### config.mk
export PLATFORM = sky130hd
export DESIGN_NAME = fsc_host
export DESIGN_NICKNAME = d
export VERILOG_FILES = /design/src/fsc_pkg.sv /design/src/fsc_dq_sync.sv /design/src/fsc_host.sv
export SDC_FILE = /design/constraint.sdc
export NUM_CORES = 1
export LEC_CHECK = 0
export BUFFER_PORTS_ARGS = -buffer_cell sky130_fd_sc_hd__buf_2
export CORE_MARGIN = 8
export CORE_UTILIZATION = 40
export CTS_BUF_LIST = sky130_fd_sc_hd__clkbuf_8
export DETAILED_ROUTE_END_ITERATION = 12
export PLACE_DENSITY_LB_ADDON = 0.2
export RECOVER_POWER = 100
export SLEW_MARGIN = 20
export SYNTH_ARGS = -nofsm -noshare
export SYNTH_HDL_FRONTEND = slang
export SYNTH_SLANG_ARGS = --single-unit
### constraint.sdc
create_clock -name SYS_CLK -period 2.15 [get_ports SYS_CLK]
set_input_delay 0.1075 -clock SYS_CLK [delete_from_list [all_inputs] [get_ports SYS_CLK]]
set_output_delay 0.1075 -clock SYS_CLK [all_outputs]
set_load 0.02 [all_outputs]
### src/fsc_pkg.sv
/*
 * Shared constants, types and timing for the host controller of the
 * flash plus SRAM combination memory.
 * Assumes a 200 MHz system clock; all pin timings are derived from it.
 */
package fsc_pkg;

    localparam int CLK_NS = 5;

    // pin timing in ns, least times rounded up to whole cycles
    localparam int T_AS_NS = 20;
    localparam int T_WP_NS = 100;
    localparam int T_ACC_NS = 300;
    localparam int T_REC_NS = 30;
    localparam int SYNC_LAT = 3;
    localparam logic [7:0] C_AS = 8'((T_AS_NS + CLK_NS - 1) / CLK_NS);
    localparam logic [7:0] C_WP = 8'((T_WP_NS + CLK_NS - 1) / CLK_NS);
    localparam logic [7:0] C_ACC = 8'((T_ACC_NS + CLK_NS - 1) / CLK_NS + SYNC_LAT);
    localparam logic [7:0] C_REC = 8'((T_REC_NS + CLK_NS - 1) / CLK_NS);

    // longest byte program time, rounded down
    localparam int PROG_MAX_NS = 20000;
    localparam logic [11:0] C_PROG = 12'(PROG_MAX_NS / CLK_NS);

    localparam logic [18:0] SRAM_LIMIT = 19'h20000;
    localparam logic [18:0] UNLOCK_A0 = 19'h05555;
    localparam logic [18:0] UNLOCK_A1 = 19'h02AAA;
    localparam logic [7:0] UNLOCK_D0 = 8'hAA;
    localparam logic [7:0] UNLOCK_D1 = 8'h55;
    localparam logic [7:0] PROG_SETUP = 8'hA0;
    localparam logic [1:0] STEP_LAST = 2'h3;

    localparam logic [7:0] CNT_ZERO = 8'h00;
    localparam logic [7:0] CNT_ONE = 8'h01;
    localparam logic [11:0] POLL_ONE = 12'h001;

    typedef enum logic [1:0] {
        OP_SRAM_RD,
        OP_SRAM_WR,
        OP_FLASH_RD,
        OP_FLASH_PROG
    } fsc_op_t;

    typedef enum logic [1:0] {
        ST_IDLE,
        ST_SETUP,
        ST_STROBE,
        ST_HOLD
    } fsc_st_t;

    typedef struct packed {
        fsc_op_t op;
        logic [18:0] addr;
        logic [7:0] wdata;
    } fsc_cmd_t;

    typedef struct packed {
        logic [18:0] a;
        logic [7:0] dq_o;
        logic dq_oe_n;
        logic we_n;
        logic oe_n;
        logic flash_bank_select_n;
        logic sram_bank_select_n;
    } fsc_pins_t;

    typedef struct packed {
        fsc_st_t st;
        fsc_op_t op;
        logic [1:0] step;
        logic [7:0] cnt;
        logic [11:0] poll_cnt;
        logic busy;
        logic fail;
        logic poll;
        logic [18:0] addr;
        logic [7:0] wdata;
        logic [18:0] paddr;
        logic [7:0] pdata;
        fsc_pins_t pins;
        logic rdy;
        logic rsp_v;
        logic rsp_e;
        logic [7:0] rsp_d;
    } fsc_state_t;

endpackage

### src/fsc_dq_sync.sv
/*
 * Three-stage synchroniser for the returned data lines.
 * Assumes the data pins change asynchronously to the system clock.
 */
`timescale 1ns/1ps
module fsc_dq_sync
    import fsc_pkg::*;
(
    input wire logic clk,
    input wire logic rst,
    input wire logic ce,
    input wire logic [7:0] d,
    output logic [7:0] q
);
    typedef struct packed {
        logic [7:0] s1;
        logic [7:0] s2;
        logic [7:0] s3;
        logic [7:0] q;
    } fsc_sync_t;

    fsc_sync_t sync_r;
    fsc_sync_t sync_nxt;

    // a bit moves only once stages two and three agree
    always_comb begin
        sync_nxt = sync_r;
        sync_nxt.s1 = d;
        sync_nxt.s2 = sync_r.s1;
        sync_nxt.s3 = sync_r.s2;
        sync_nxt.q = (sync_r.s2 & ~(sync_r.s2 ^ sync_r.s3))
                   | (sync_r.q & (sync_r.s2 ^ sync_r.s3));
    end

    always_ff @(posedge clk) begin
        if (rst) begin
            sync_r <= '0;
        end else if (ce) begin
            sync_r <= sync_nxt;
        end
    end

    assign q = sync_r.q;
endmodule

### src/fsc_host.sv
/*
 * Host controller driving the asynchronous pins of a combined
 * 512K x8 flash and 128K x8 SRAM memory: SRAM read/write, flash read,
 * and flash byte program with completion polling.
 * Assumes the testbench resolves the data bus from MEM_DQ_OE_N and
 * that the memory is the larger SRAM variant.
 */
// Functional notes
// - SRAM write while write strobe and SRAM select both low
// - output enable held at a firm level during SRAM writes
// - command load: strobe low, flash select low, output enable high
// - program: two unlock writes and a setup write, then address and data write
// - location must be erased before it is programmed
// - host avoids selecting both banks at once
// - shared pin variant: one pin is SRAM select and output enable
`timescale 1ns/1ps
module fsc_host
    import fsc_pkg::*;
(
    input wire logic SYS_CLK,
    input wire logic RST,
    input wire logic CE,
    input wire logic CMD_VALID,
    input fsc_cmd_t CMD,
    output logic CMD_READY,
    output logic RSP_VALID,
    output logic RSP_ERR,
    output logic [7:0] RSP_RDATA,
    output logic FLASH_BUSY,
    output logic FLASH_FAIL,
    output logic [18:0] MEM_ADDR,
    output logic [7:0] MEM_DQ_OUT,
    output logic MEM_DQ_OE_N,
    input wire logic [7:0] MEM_DQ_IN,
    output logic MEM_WE_N,
    output logic MEM_OE_N,
    output logic MEM_FLASH_BANK_SELECT_N,
    output logic MEM_SRAM_BANK_SELECT_N
);
    fsc_state_t st_r;
    fsc_state_t st_nxt;
    logic [7:0] dq_sync;

    fsc_dq_sync u_sync (
        .clk(SYS_CLK),
        .rst(RST),
        .ce(CE),
        .d(MEM_DQ_IN),
        .q(dq_sync)
    );

    function automatic logic is_flash(input fsc_op_t op);
        return op == OP_FLASH_RD || op == OP_FLASH_PROG;
    endfunction

    function automatic logic is_write(input fsc_op_t op);
        return op == OP_SRAM_WR || op == OP_FLASH_PROG;
    endfunction

    // pins idle: both banks deselected, bus released
    function automatic fsc_pins_t pins_idle(input fsc_pins_t p);
        fsc_pins_t t;
        t = p;
        t.dq_oe_n = 1'b1;
        t.we_n = 1'b1;
        t.oe_n = 1'b1;
        t.flash_bank_select_n = 1'b1;
        t.sram_bank_select_n = 1'b1;
        return t;
    endfunction

    // start a bus cycle: address and one bank select, strobes still high
    function automatic fsc_state_t launch(input fsc_state_t s);
        fsc_state_t t;
        logic [18:0] a;
        logic [7:0] d;
        t = s;
        a = s.addr;
        d = s.wdata;
        if (s.op == OP_FLASH_PROG) begin
            case (s.step)
                2'h0: begin
                    a = UNLOCK_A0;
                    d = UNLOCK_D0;
                end
                2'h1: begin
                    a = UNLOCK_A1;
                    d = UNLOCK_D1;
                end
                2'h2: begin
                    a = UNLOCK_A0;
                    d = PROG_SETUP;
                end
                default: begin
                    a = s.addr;
                    d = s.wdata;
                end
            endcase
        end
        t.st = ST_SETUP;
        t.cnt = C_AS;
        t.rdy = 1'b0;
        t.pins.a = a;
        t.pins.dq_o = d;
        t.pins.dq_oe_n = !is_write(s.op);
        t.pins.we_n = 1'b1;
        t.pins.oe_n = 1'b1;
        // exactly one bank selected per cycle
        t.pins.flash_bank_select_n = !is_flash(s.op);
        t.pins.sram_bank_select_n = is_flash(s.op);
        return t;
    endfunction

    always_comb begin
        st_nxt = st_r;
        st_nxt.rsp_v = 1'b0;
        // program watchdog counts while the device works alone
        if (st_r.busy && st_r.poll_cnt != C_PROG) begin
            st_nxt.poll_cnt = st_r.poll_cnt + POLL_ONE;
        end
        case (st_r.st)
            ST_IDLE: begin
                st_nxt.rdy = 1'b1;
                st_nxt.pins = pins_idle(st_r.pins);
                if (CMD_VALID && st_r.rdy) begin
                    st_nxt.op = CMD.op;
                    st_nxt.addr = CMD.addr;
                    st_nxt.wdata = CMD.wdata;
                    st_nxt.step = 2'h0;
                    st_nxt.poll = 1'b0;
                    if ((is_flash(CMD.op) && st_r.busy)
                        || (!is_flash(CMD.op) && CMD.addr >= SRAM_LIMIT)) begin
                        st_nxt.rsp_v = 1'b1;
                        st_nxt.rsp_e = 1'b1;
                        st_nxt.rsp_d = 8'h00;
                    end else begin
                        st_nxt = launch(st_nxt);
                    end
                end else if (st_r.busy) begin
                    // background status read; a waiting command goes first
                    st_nxt.op = OP_FLASH_RD;
                    st_nxt.addr = st_r.paddr;
                    st_nxt.poll = 1'b1;
                    st_nxt = launch(st_nxt);
                end
            end
            ST_SETUP: begin
                if (st_r.cnt == CNT_ONE || st_r.cnt == CNT_ZERO) begin
                    st_nxt.st = ST_STROBE;
                    if (is_write(st_r.op)) begin
                        // strobe falls after select: later falling edge takes address
                        st_nxt.cnt = C_WP;
                        st_nxt.pins.we_n = 1'b0;
                    end else begin
                        st_nxt.cnt = C_ACC;
                        st_nxt.pins.oe_n = 1'b0;
                    end
                end else begin
                    st_nxt.cnt = st_r.cnt - CNT_ONE;
                end
            end
            ST_STROBE: begin
                if (st_r.cnt == CNT_ONE || st_r.cnt == CNT_ZERO) begin
                    st_nxt.st = ST_HOLD;
                    st_nxt.cnt = C_REC;
                    if (!is_write(st_r.op)) begin
                        // sample includes the synchroniser latency
                        st_nxt.rsp_d = dq_sync;
                    end
                    // both rise together; data stays driven through the hold
                    st_nxt.pins.we_n = 1'b1;
                    st_nxt.pins.oe_n = 1'b1;
                    st_nxt.pins.flash_bank_select_n = 1'b1;
                    st_nxt.pins.sram_bank_select_n = 1'b1;
                end else begin
                    st_nxt.cnt = st_r.cnt - CNT_ONE;
                end
            end
            ST_HOLD: begin
                if (st_r.cnt == CNT_ONE || st_r.cnt == CNT_ZERO) begin
                    st_nxt.pins = pins_idle(st_r.pins);
                    st_nxt.st = ST_IDLE;
                    st_nxt.rdy = 1'b1;
                    if (st_r.op == OP_FLASH_PROG && st_r.step != STEP_LAST) begin
                        st_nxt.step = st_r.step + 2'h1;
                        st_nxt = launch(st_nxt);
                    end else if (st_r.op == OP_FLASH_PROG) begin
                        // device now runs alone; host only polls
                        st_nxt.busy = 1'b1;
                        st_nxt.fail = 1'b0;
                        st_nxt.poll_cnt = 12'h000;
                        st_nxt.paddr = st_r.addr;
                        st_nxt.pdata = st_r.wdata;
                        st_nxt.rsp_v = 1'b1;
                        st_nxt.rsp_e = 1'b0;
                    end else if (st_r.poll) begin
                        // true data on the top bit ends the program
                        if (st_r.rsp_d[7] == st_r.pdata[7]) begin
                            st_nxt.busy = 1'b0;
                        // an unerased cell whose top bit is low never shows a high data bit there, so it ends here as fail
                        end else if (st_r.poll_cnt == C_PROG) begin
                            st_nxt.busy = 1'b0;
                            st_nxt.fail = 1'b1;
                        end
                    end else begin
                        st_nxt.rsp_v = 1'b1;
                        st_nxt.rsp_e = 1'b0;
                    end
                end else begin
                    st_nxt.cnt = st_r.cnt - CNT_ONE;
                end
            end
            default: begin
                st_nxt.st = ST_IDLE;
                st_nxt.pins = pins_idle(st_r.pins);
            end
        endcase
    end

    always_ff @(posedge SYS_CLK) begin
        if (RST) begin
            st_r <= '0;
            st_r.st <= ST_IDLE;
            st_r.pins.dq_oe_n <= 1'b1;
            st_r.pins.we_n <= 1'b1;
            st_r.pins.oe_n <= 1'b1;
            st_r.pins.flash_bank_select_n <= 1'b1;
            st_r.pins.sram_bank_select_n <= 1'b1;
        end else if (CE) begin
            st_r <= st_nxt;
        end
    end

    assign CMD_READY = st_r.rdy;
    assign RSP_VALID = st_r.rsp_v;
    assign RSP_ERR = st_r.rsp_e;
    assign RSP_RDATA = st_r.rsp_d;
    assign FLASH_BUSY = st_r.busy;
    assign FLASH_FAIL = st_r.fail;
    assign MEM_ADDR = st_r.pins.a;
    assign MEM_DQ_OUT = st_r.pins.dq_o;
    assign MEM_DQ_OE_N = st_r.pins.dq_oe_n;
    assign MEM_WE_N = st_r.pins.we_n;
    assign MEM_OE_N = st_r.pins.oe_n;
    assign MEM_FLASH_BANK_SELECT_N = st_r.pins.flash_bank_select_n;
    assign MEM_SRAM_BANK_SELECT_N = st_r.pins.sram_bank_select_n;
endmodule

=== After elaboration in Yosys (flattened, before gate mapping) ===
Index checks and enable logic that the tools add are counted.

* Flip-flop bits (word level): 158
* Bits in latches: 0
* Memory bits (writable): 0
* Bits in read-only memories: 0
* Bits of input ports: 41
* Output and inout bits: 45
* Memories kept: 0

* Add/sub/neg operators: 3
* Multiply operators: 0
* Divide/modulo/power cells: 0
* Magnitude comparators: 1
* Eq/ne operators: 34
* Shift-type cells: 0
* Muxes and demuxes: 47
* Bitwise operators: 8
* Reduce and logical (&&, ||, !) cells: 40

{| class="wikitable"
|+ Operators with widths
! cell !! count
|-
| $mux W126 || 2
|-
| $pmux W97 S2 || 1
|-
| $mux W116 || 1
|-
| $mux W112 || 1
|-
| $mux W8 || 7
|-
| $mux W27 || 2
|-
| $pmux W8 S3 || 2
|-
| $mux W19 || 2
|-
| $pmux W19 S2 || 1
|-
| $mux W33 || 1
|-
| $pmux W8 S4 || 1
|-
| $ne A2 B2 Y1 const B || 13
|-
| $mux W12 || 2
|-
| $reduce_and A7 Y1 || 3
|-
| $ge A19 B18 Y1 const B || 1
|-
| $mux W2 || 9
|-
| $reduce_and A6 Y1 || 3
|-
| $and A8 B8 Y8 || 2
|-
| $pmux W2 S4 || 2
|-
| $reduce_and A4 Y1 || 4
|-
| $ne A3 B3 Y1 const B || 5
|-
| $reduce_and A5 Y1 || 3
|-
| $eq A2 B2 Y1 const B || 7
|-
| $mux W14 || 1
|-
| 31 further kinds || 57
|}

=== Longest topological paths before layout ===
* Word-level depth: 8
* Mapped depth: 9
* Depth with buffers taken out: 7

=== Cells and area by module ===
From an unflattened synthesis, not the netlist that was laid out.

* Cell total of the unflattened synthesis: 873
* Area, all modules: 7664.9 µm²

{| class="wikitable"
|+ Modules (own cells, without submodules)
! module !! instances !! cells an instance !! area each (µm²) !! sequential area each (µm²)
|-
| fsc_host || 1 || 736 || 6200.9 || 2382.3
|-
| fsc_dq_sync || 1 || 137 || 1463.9 || 640.6
|}

=== Worst setup path before layout ===
OpenSTA, ideal clock, no wires.

* Kind: register -> register
* From: register st_r[112] (netlist bit)
* To: register st_r[112] (netlist bit)
* Setup time: 0.116 ns
* Data arrival time: 2.027 ns
* Required time: 2.034 ns
* Setup slack: 0.007 ns
* Stages on the path, launching flop included: 9
* Cell sequence: dfxtp_1 > inv_1 > ha_1 > nor2_1 > nor4_4 > a221oi_4 > buf_6 > nor3_1 > a31o_2

* Cells in the longest elaborated chain, start to end: 4

{| class="wikitable"
|+ RTL lines
! element !! RTL line !! RTL
|-
| start: declaration || fsc_host.sv:40 || <nowiki>fsc_state_t st_r;</nowiki>
|-
| start signal: assignment || fsc_host.sv:230 || <nowiki>st_r <= st_nxt;</nowiki>
|-
| parallel branches: the longest is 4 deep, another holds $sub A8 B1 Y8 || n/a ||
|}

Parallel ways; which one is timed is not known.
A chain may end at the register's enable or synchronous reset.

=== Final worst setup path ===
* From: register st_r[120] (netlist bit)
* To: register st_r, in the netlist MEM_ADDR[2]

* Cells in the longest elaborated chain, start to end: 8

{| class="wikitable"
|+ RTL lines
! element !! RTL line !! RTL
|-
| $add A2 B1 Y2 || fsc_host.sv:185 || <nowiki>st_nxt.step = st_r.step + 2'h1;</nowiki>
|-
| $eq A2 B2 Y1 or $logic_not A2 Y1 (tied branches) || fsc_host.sv:81 || <nowiki>case (s.step)</nowiki>
|-
| $reduce_or A2 Y1 (no line) || n/a ||
|-
| $pmux W19 S2 || fsc_host.sv:81 ||
|-
| $mux W19 || fsc_host.sv:80 || <nowiki>if (s.op == OP_FLASH_PROG) begin</nowiki>
|-
| $mux W33 || fsc_host.sv:184 || <nowiki>if (st_r.op == OP_FLASH_PROG && st_r.step != STEP_LAST) begin</nowiki>
|-
| $mux W112 || fsc_host.sv:180 || <nowiki>if (st_r.cnt == CNT_ONE || st_r.cnt == CNT_ZERO) begin</nowiki>
|-
| $pmux W97 S2 || fsc_host.sv:121 || <nowiki>case (st_r.st)</nowiki>
|}

Several ways; a longest one is shown, not always the timed one. The select of a mux whose other input is x is not followed.

==> summary.txt <==
Yosys
  – Cell type with the largest total area after synthesis: dfxtp_1
  – Synth top area share: 40.2%
  – Seq cells post-synth: 151
  – Register area share after synthesis: between 40% and 50%
  – Synth top area cells: dfxtp_1, nor2_1, a21oi_1
  – Top_reg_cell synth: dfxtp_1
  – Post-Synthesis Cells: 878
  – Asr flop ratio synth: 0%
  – Top cells by count, synth: dfxtp_1, nor2_1, a21oi_1, nand2_1, o21ai_0
  – Number of flops mapped to enable cells by yosys: 0
  – Synth unique cells: 75
  – Synthesis Warnings: 0
  – Avg Inst Size Synth: ~8.6 µm²
  – Syn nets: 934
  – Synthesized cell area: 0.00752 mm²
  – Count leader, synth: dfxtp_1

Timing
  – Worst slew pin tran: 708 ps
  – Hold Fails Final Rpt: 0
  – Worst slew margin: 52.6%
  – Min Hold Slack: 30.8 ps
  – Clk_skew: 16.5 ps
  – Final Max Slew Viols: 0
  – Final Cycle Share: 96.4%
  – Fmax: 482 MHz
  – Post-route minimum period: 2070 ps
  – Final setup margin: between 70 and 80 ps
  – Final setup vio count: 0

Placement
  – GP Congestion: 0.885
  – DP Worst Slack: -173 ps
  – Post-Place Cells: 1,166
  – I/O Buffers: 85
  – Hpwl dp: ~15,000 µm
  – Dpl cell area: 0.00829 mm²

Detailed routing
  – Vias/cell: 5.58
  – DRC Markers: 0
  – DR iter-0 viols: 499
  – Vias: 6,794
  – Total Wirelength: 21,900 µm
  – Wire per inst: about 18 µm
  – Antenna viol nets, final: 0
  – DR pass1 iterations: 6

Power and ir drop
  – Worst vdd ir: 0.366 mV
  – Clk pwr share: roughly 40%
  – Pwr/cell area: between 600 and 700 mW/mm²
  – Sw Ratio: 26.2%
  – PnR Total Power: 5.56 mW
  – Leak: 3.33 nW
  – Sw Pwr: 1.45 mW
  – Logic gate share of total power: 8.8%
  – P_int: 4.10 mW
  – Reg power frac: roughly 51%

Cells and area
  – Area growth from synthesis to layout: 17.8%
  – Ant. Diodes: 0
  – Layout cell share with drive strength beyond 1: 17.3%
  – Final instance area: just under 0.009 mm²
  – Non-Filler Instances: 1,218
  – Post-layout nets: approximately 1.0k

CTS
  – CTS root buffer: clkbuf_8
  – Clock network latency to the later pin of the worst-skew pair: 460 ps
  – Clock sinks: roughly 150
  – Clock Tree Buf Depth: 2
  – H-tree depth: 4
  – Clock transition at path regs: 90 ps
  – CTS tree: yes
  – Num CTS Buffers: 17

Setup path
  – Largest fanout on the critical path: 11
  – Crit-path slowest cell: a221oi_4
  – Critical path data required time: 2560 ps
  – Setup CP Type: flop to flop
  – Endpoint type of the worst setup path: flop
  – Cell Chain, Critical Path: ha_1 -> and4b_2 -> nand4_2 -> a221oi_4 -> buf_6 -> and2_1 -> buf_12 -> a22o_1
  – Endpoint arrival time on the critical path: 2480 ps
  – Critical path launch point type: flop
  – Buf/Inv on CP: 2
  – Largest delay contributor family on the critical path: simple AND/OR/NAND/NOR gates
  – Slowest stage delay, CP: about 380 ps

Floorplanning
  – Die X: 153 µm
  – Core area: 0.0186 mm²
  – DIE AREA: 0.0235 mm²
  – Num ports: 86
  – # rows: 50
  – Starting Density: between 40 and 50%
  – Die Y: 153 µm

Job
  – Max-cap violations: 0

Global route
  – Grt total ovfl: 0
  – Global-route wire length before repair: roughly 35,000 µm
  – Pin count of the biggest net entering global routing: 47
  – GRT Total Usage: a little under a fifth
  – Initial antenna violation count: 1
  – Vias in the first global route: 6,641

Status
  – Outcome: finished, final reports clean

Min path
  – Hold Crit Class: primary input to flop
==> kinds of logic after synthesis <==
kind of cell | share of synthesized area [%]
buffers and inverters | 7.68
flip-flops | 40.2
XOR/XNOR | 1.63
AND/OR/NAND/NOR | 20.7
multiplexers | 3.64
AO/OA/AOI/OAI | 23.6
adder cells (fa/ha/maj) | 2.49
==> area by class of cell <==
class | count | area [µm²]
Fill cell | 1804 | 9710
Sequential cell | 151 | 3030
Tap cell | 234 | 293
Clock buffer | 19 | 262
Clock inverter | 13 | 131
Inverter | 13 | 48.8
Timing Repair Buffer | 167 | 1120
Multi-Input combinational cell | 621 | 3980
==> metrics by stage <==
stage,util [%],setup TNS [ps]
finish,47.7,0
global route,47.7,-12.1
CTS,47.8,0
detailed placement,44.6,-3280
global placement,44.6,-2660
floorplan,-,0
==> state kept, by name, indices dropped and copies added, names as in the netlist, named ones only <==
| signal | flops |
|---|---|
| RSP_VALID | 1 |
| u_sync.sync_nxt | 16 |
| CMD_READY | 1 |
| MEM_FLASH_BANK_SELECT_N | 1 |
| MEM_DQ_OE_N | 1 |
| u_sync.sync_r | 8 |
| MEM_SRAM_BANK_SELECT_N | 1 |
| RSP_ERR | 1 |
| FLASH_FAIL | 1 |
| st_r | 74 |
| MEM_DQ_OUT | 8 |
| MEM_ADDR | 19 |
| RSP_RDATA | 8 |
| MEM_WE_N | 1 |
| MEM_OE_N | 1 |
| FLASH_BUSY | 1 |
==> path summary, 6_finish.rpt <==
| check | from | end | slack, ps | cells past startpoint |
|---|---|---|---|---|
| min reg2reg | u_sync.sync_nxt[15]$_SDFFE_PP0P_ | flop | 470 | 2 |
| min | CMD[11] | st_r[81]$_SDFFE_PP0P_ | 30 | 5 |
| max | st_r[120]$_SDFFE_PP0P_ | MEM_ADDR[2]$_SDFFE_PP0P_ | 80 | 8 |
| max reg2reg | st_r[120]$_SDFFE_PP0P_ | MEM_ADDR[2]$_SDFFE_PP0P_ | 80 | 8 |
==> power by group through the flow <==
stage	clock, mW	sequential, mW	combinational [mW]
after detailed placement	0	2.92	0.464
after global placement	0	2.92	0.464
after floorplan	0	2.92	0.278
final	2.22	2.85	0.488
after CTS	2.26	2.85	0.493
after global routing	2.37	2.86	0.533
==> tightest hold or removal path, stage by stage <==
cell and delay, ps:
buf_2 80, nand2_1 60, nand2_1 70, a22oi_1 60, nor2_1 70
==> metal layers <==
metal | GRT usage, % | part of all wire [%]
met1 | 23.7 | 46
met5 | 0 | 0.037
met3 | 4.43 | 5.2
met2 | 30.8 | 48
met4 | 4.48 | 0.63
==> placed cells by master (no fill, tap or decap), drive strengths merged, types with 15 or more instances in the layout <==
master / instances
nand3: 32
buf: 101
o21ai: 42
a21oi: 74
inv: 15
o2bb2ai: 15
mux2i: 27
dfxtp: 151
nand2: 59
a22oi: 30
a22o: 16
dlygate4sd3: 19
nor2: 126
ha: 15
clkbuf: 66
==> timing repair <==
item                                   4_1_cts  5_1_grt
hold buffers                                19        0
endpoints found under the hold margin       19        0
setup endpoints to repair                   25       65
resized for setup                            2       19
pin swaps                                    0        4
setup buffers                                0        1
Power figures use the tool's default switching activity.
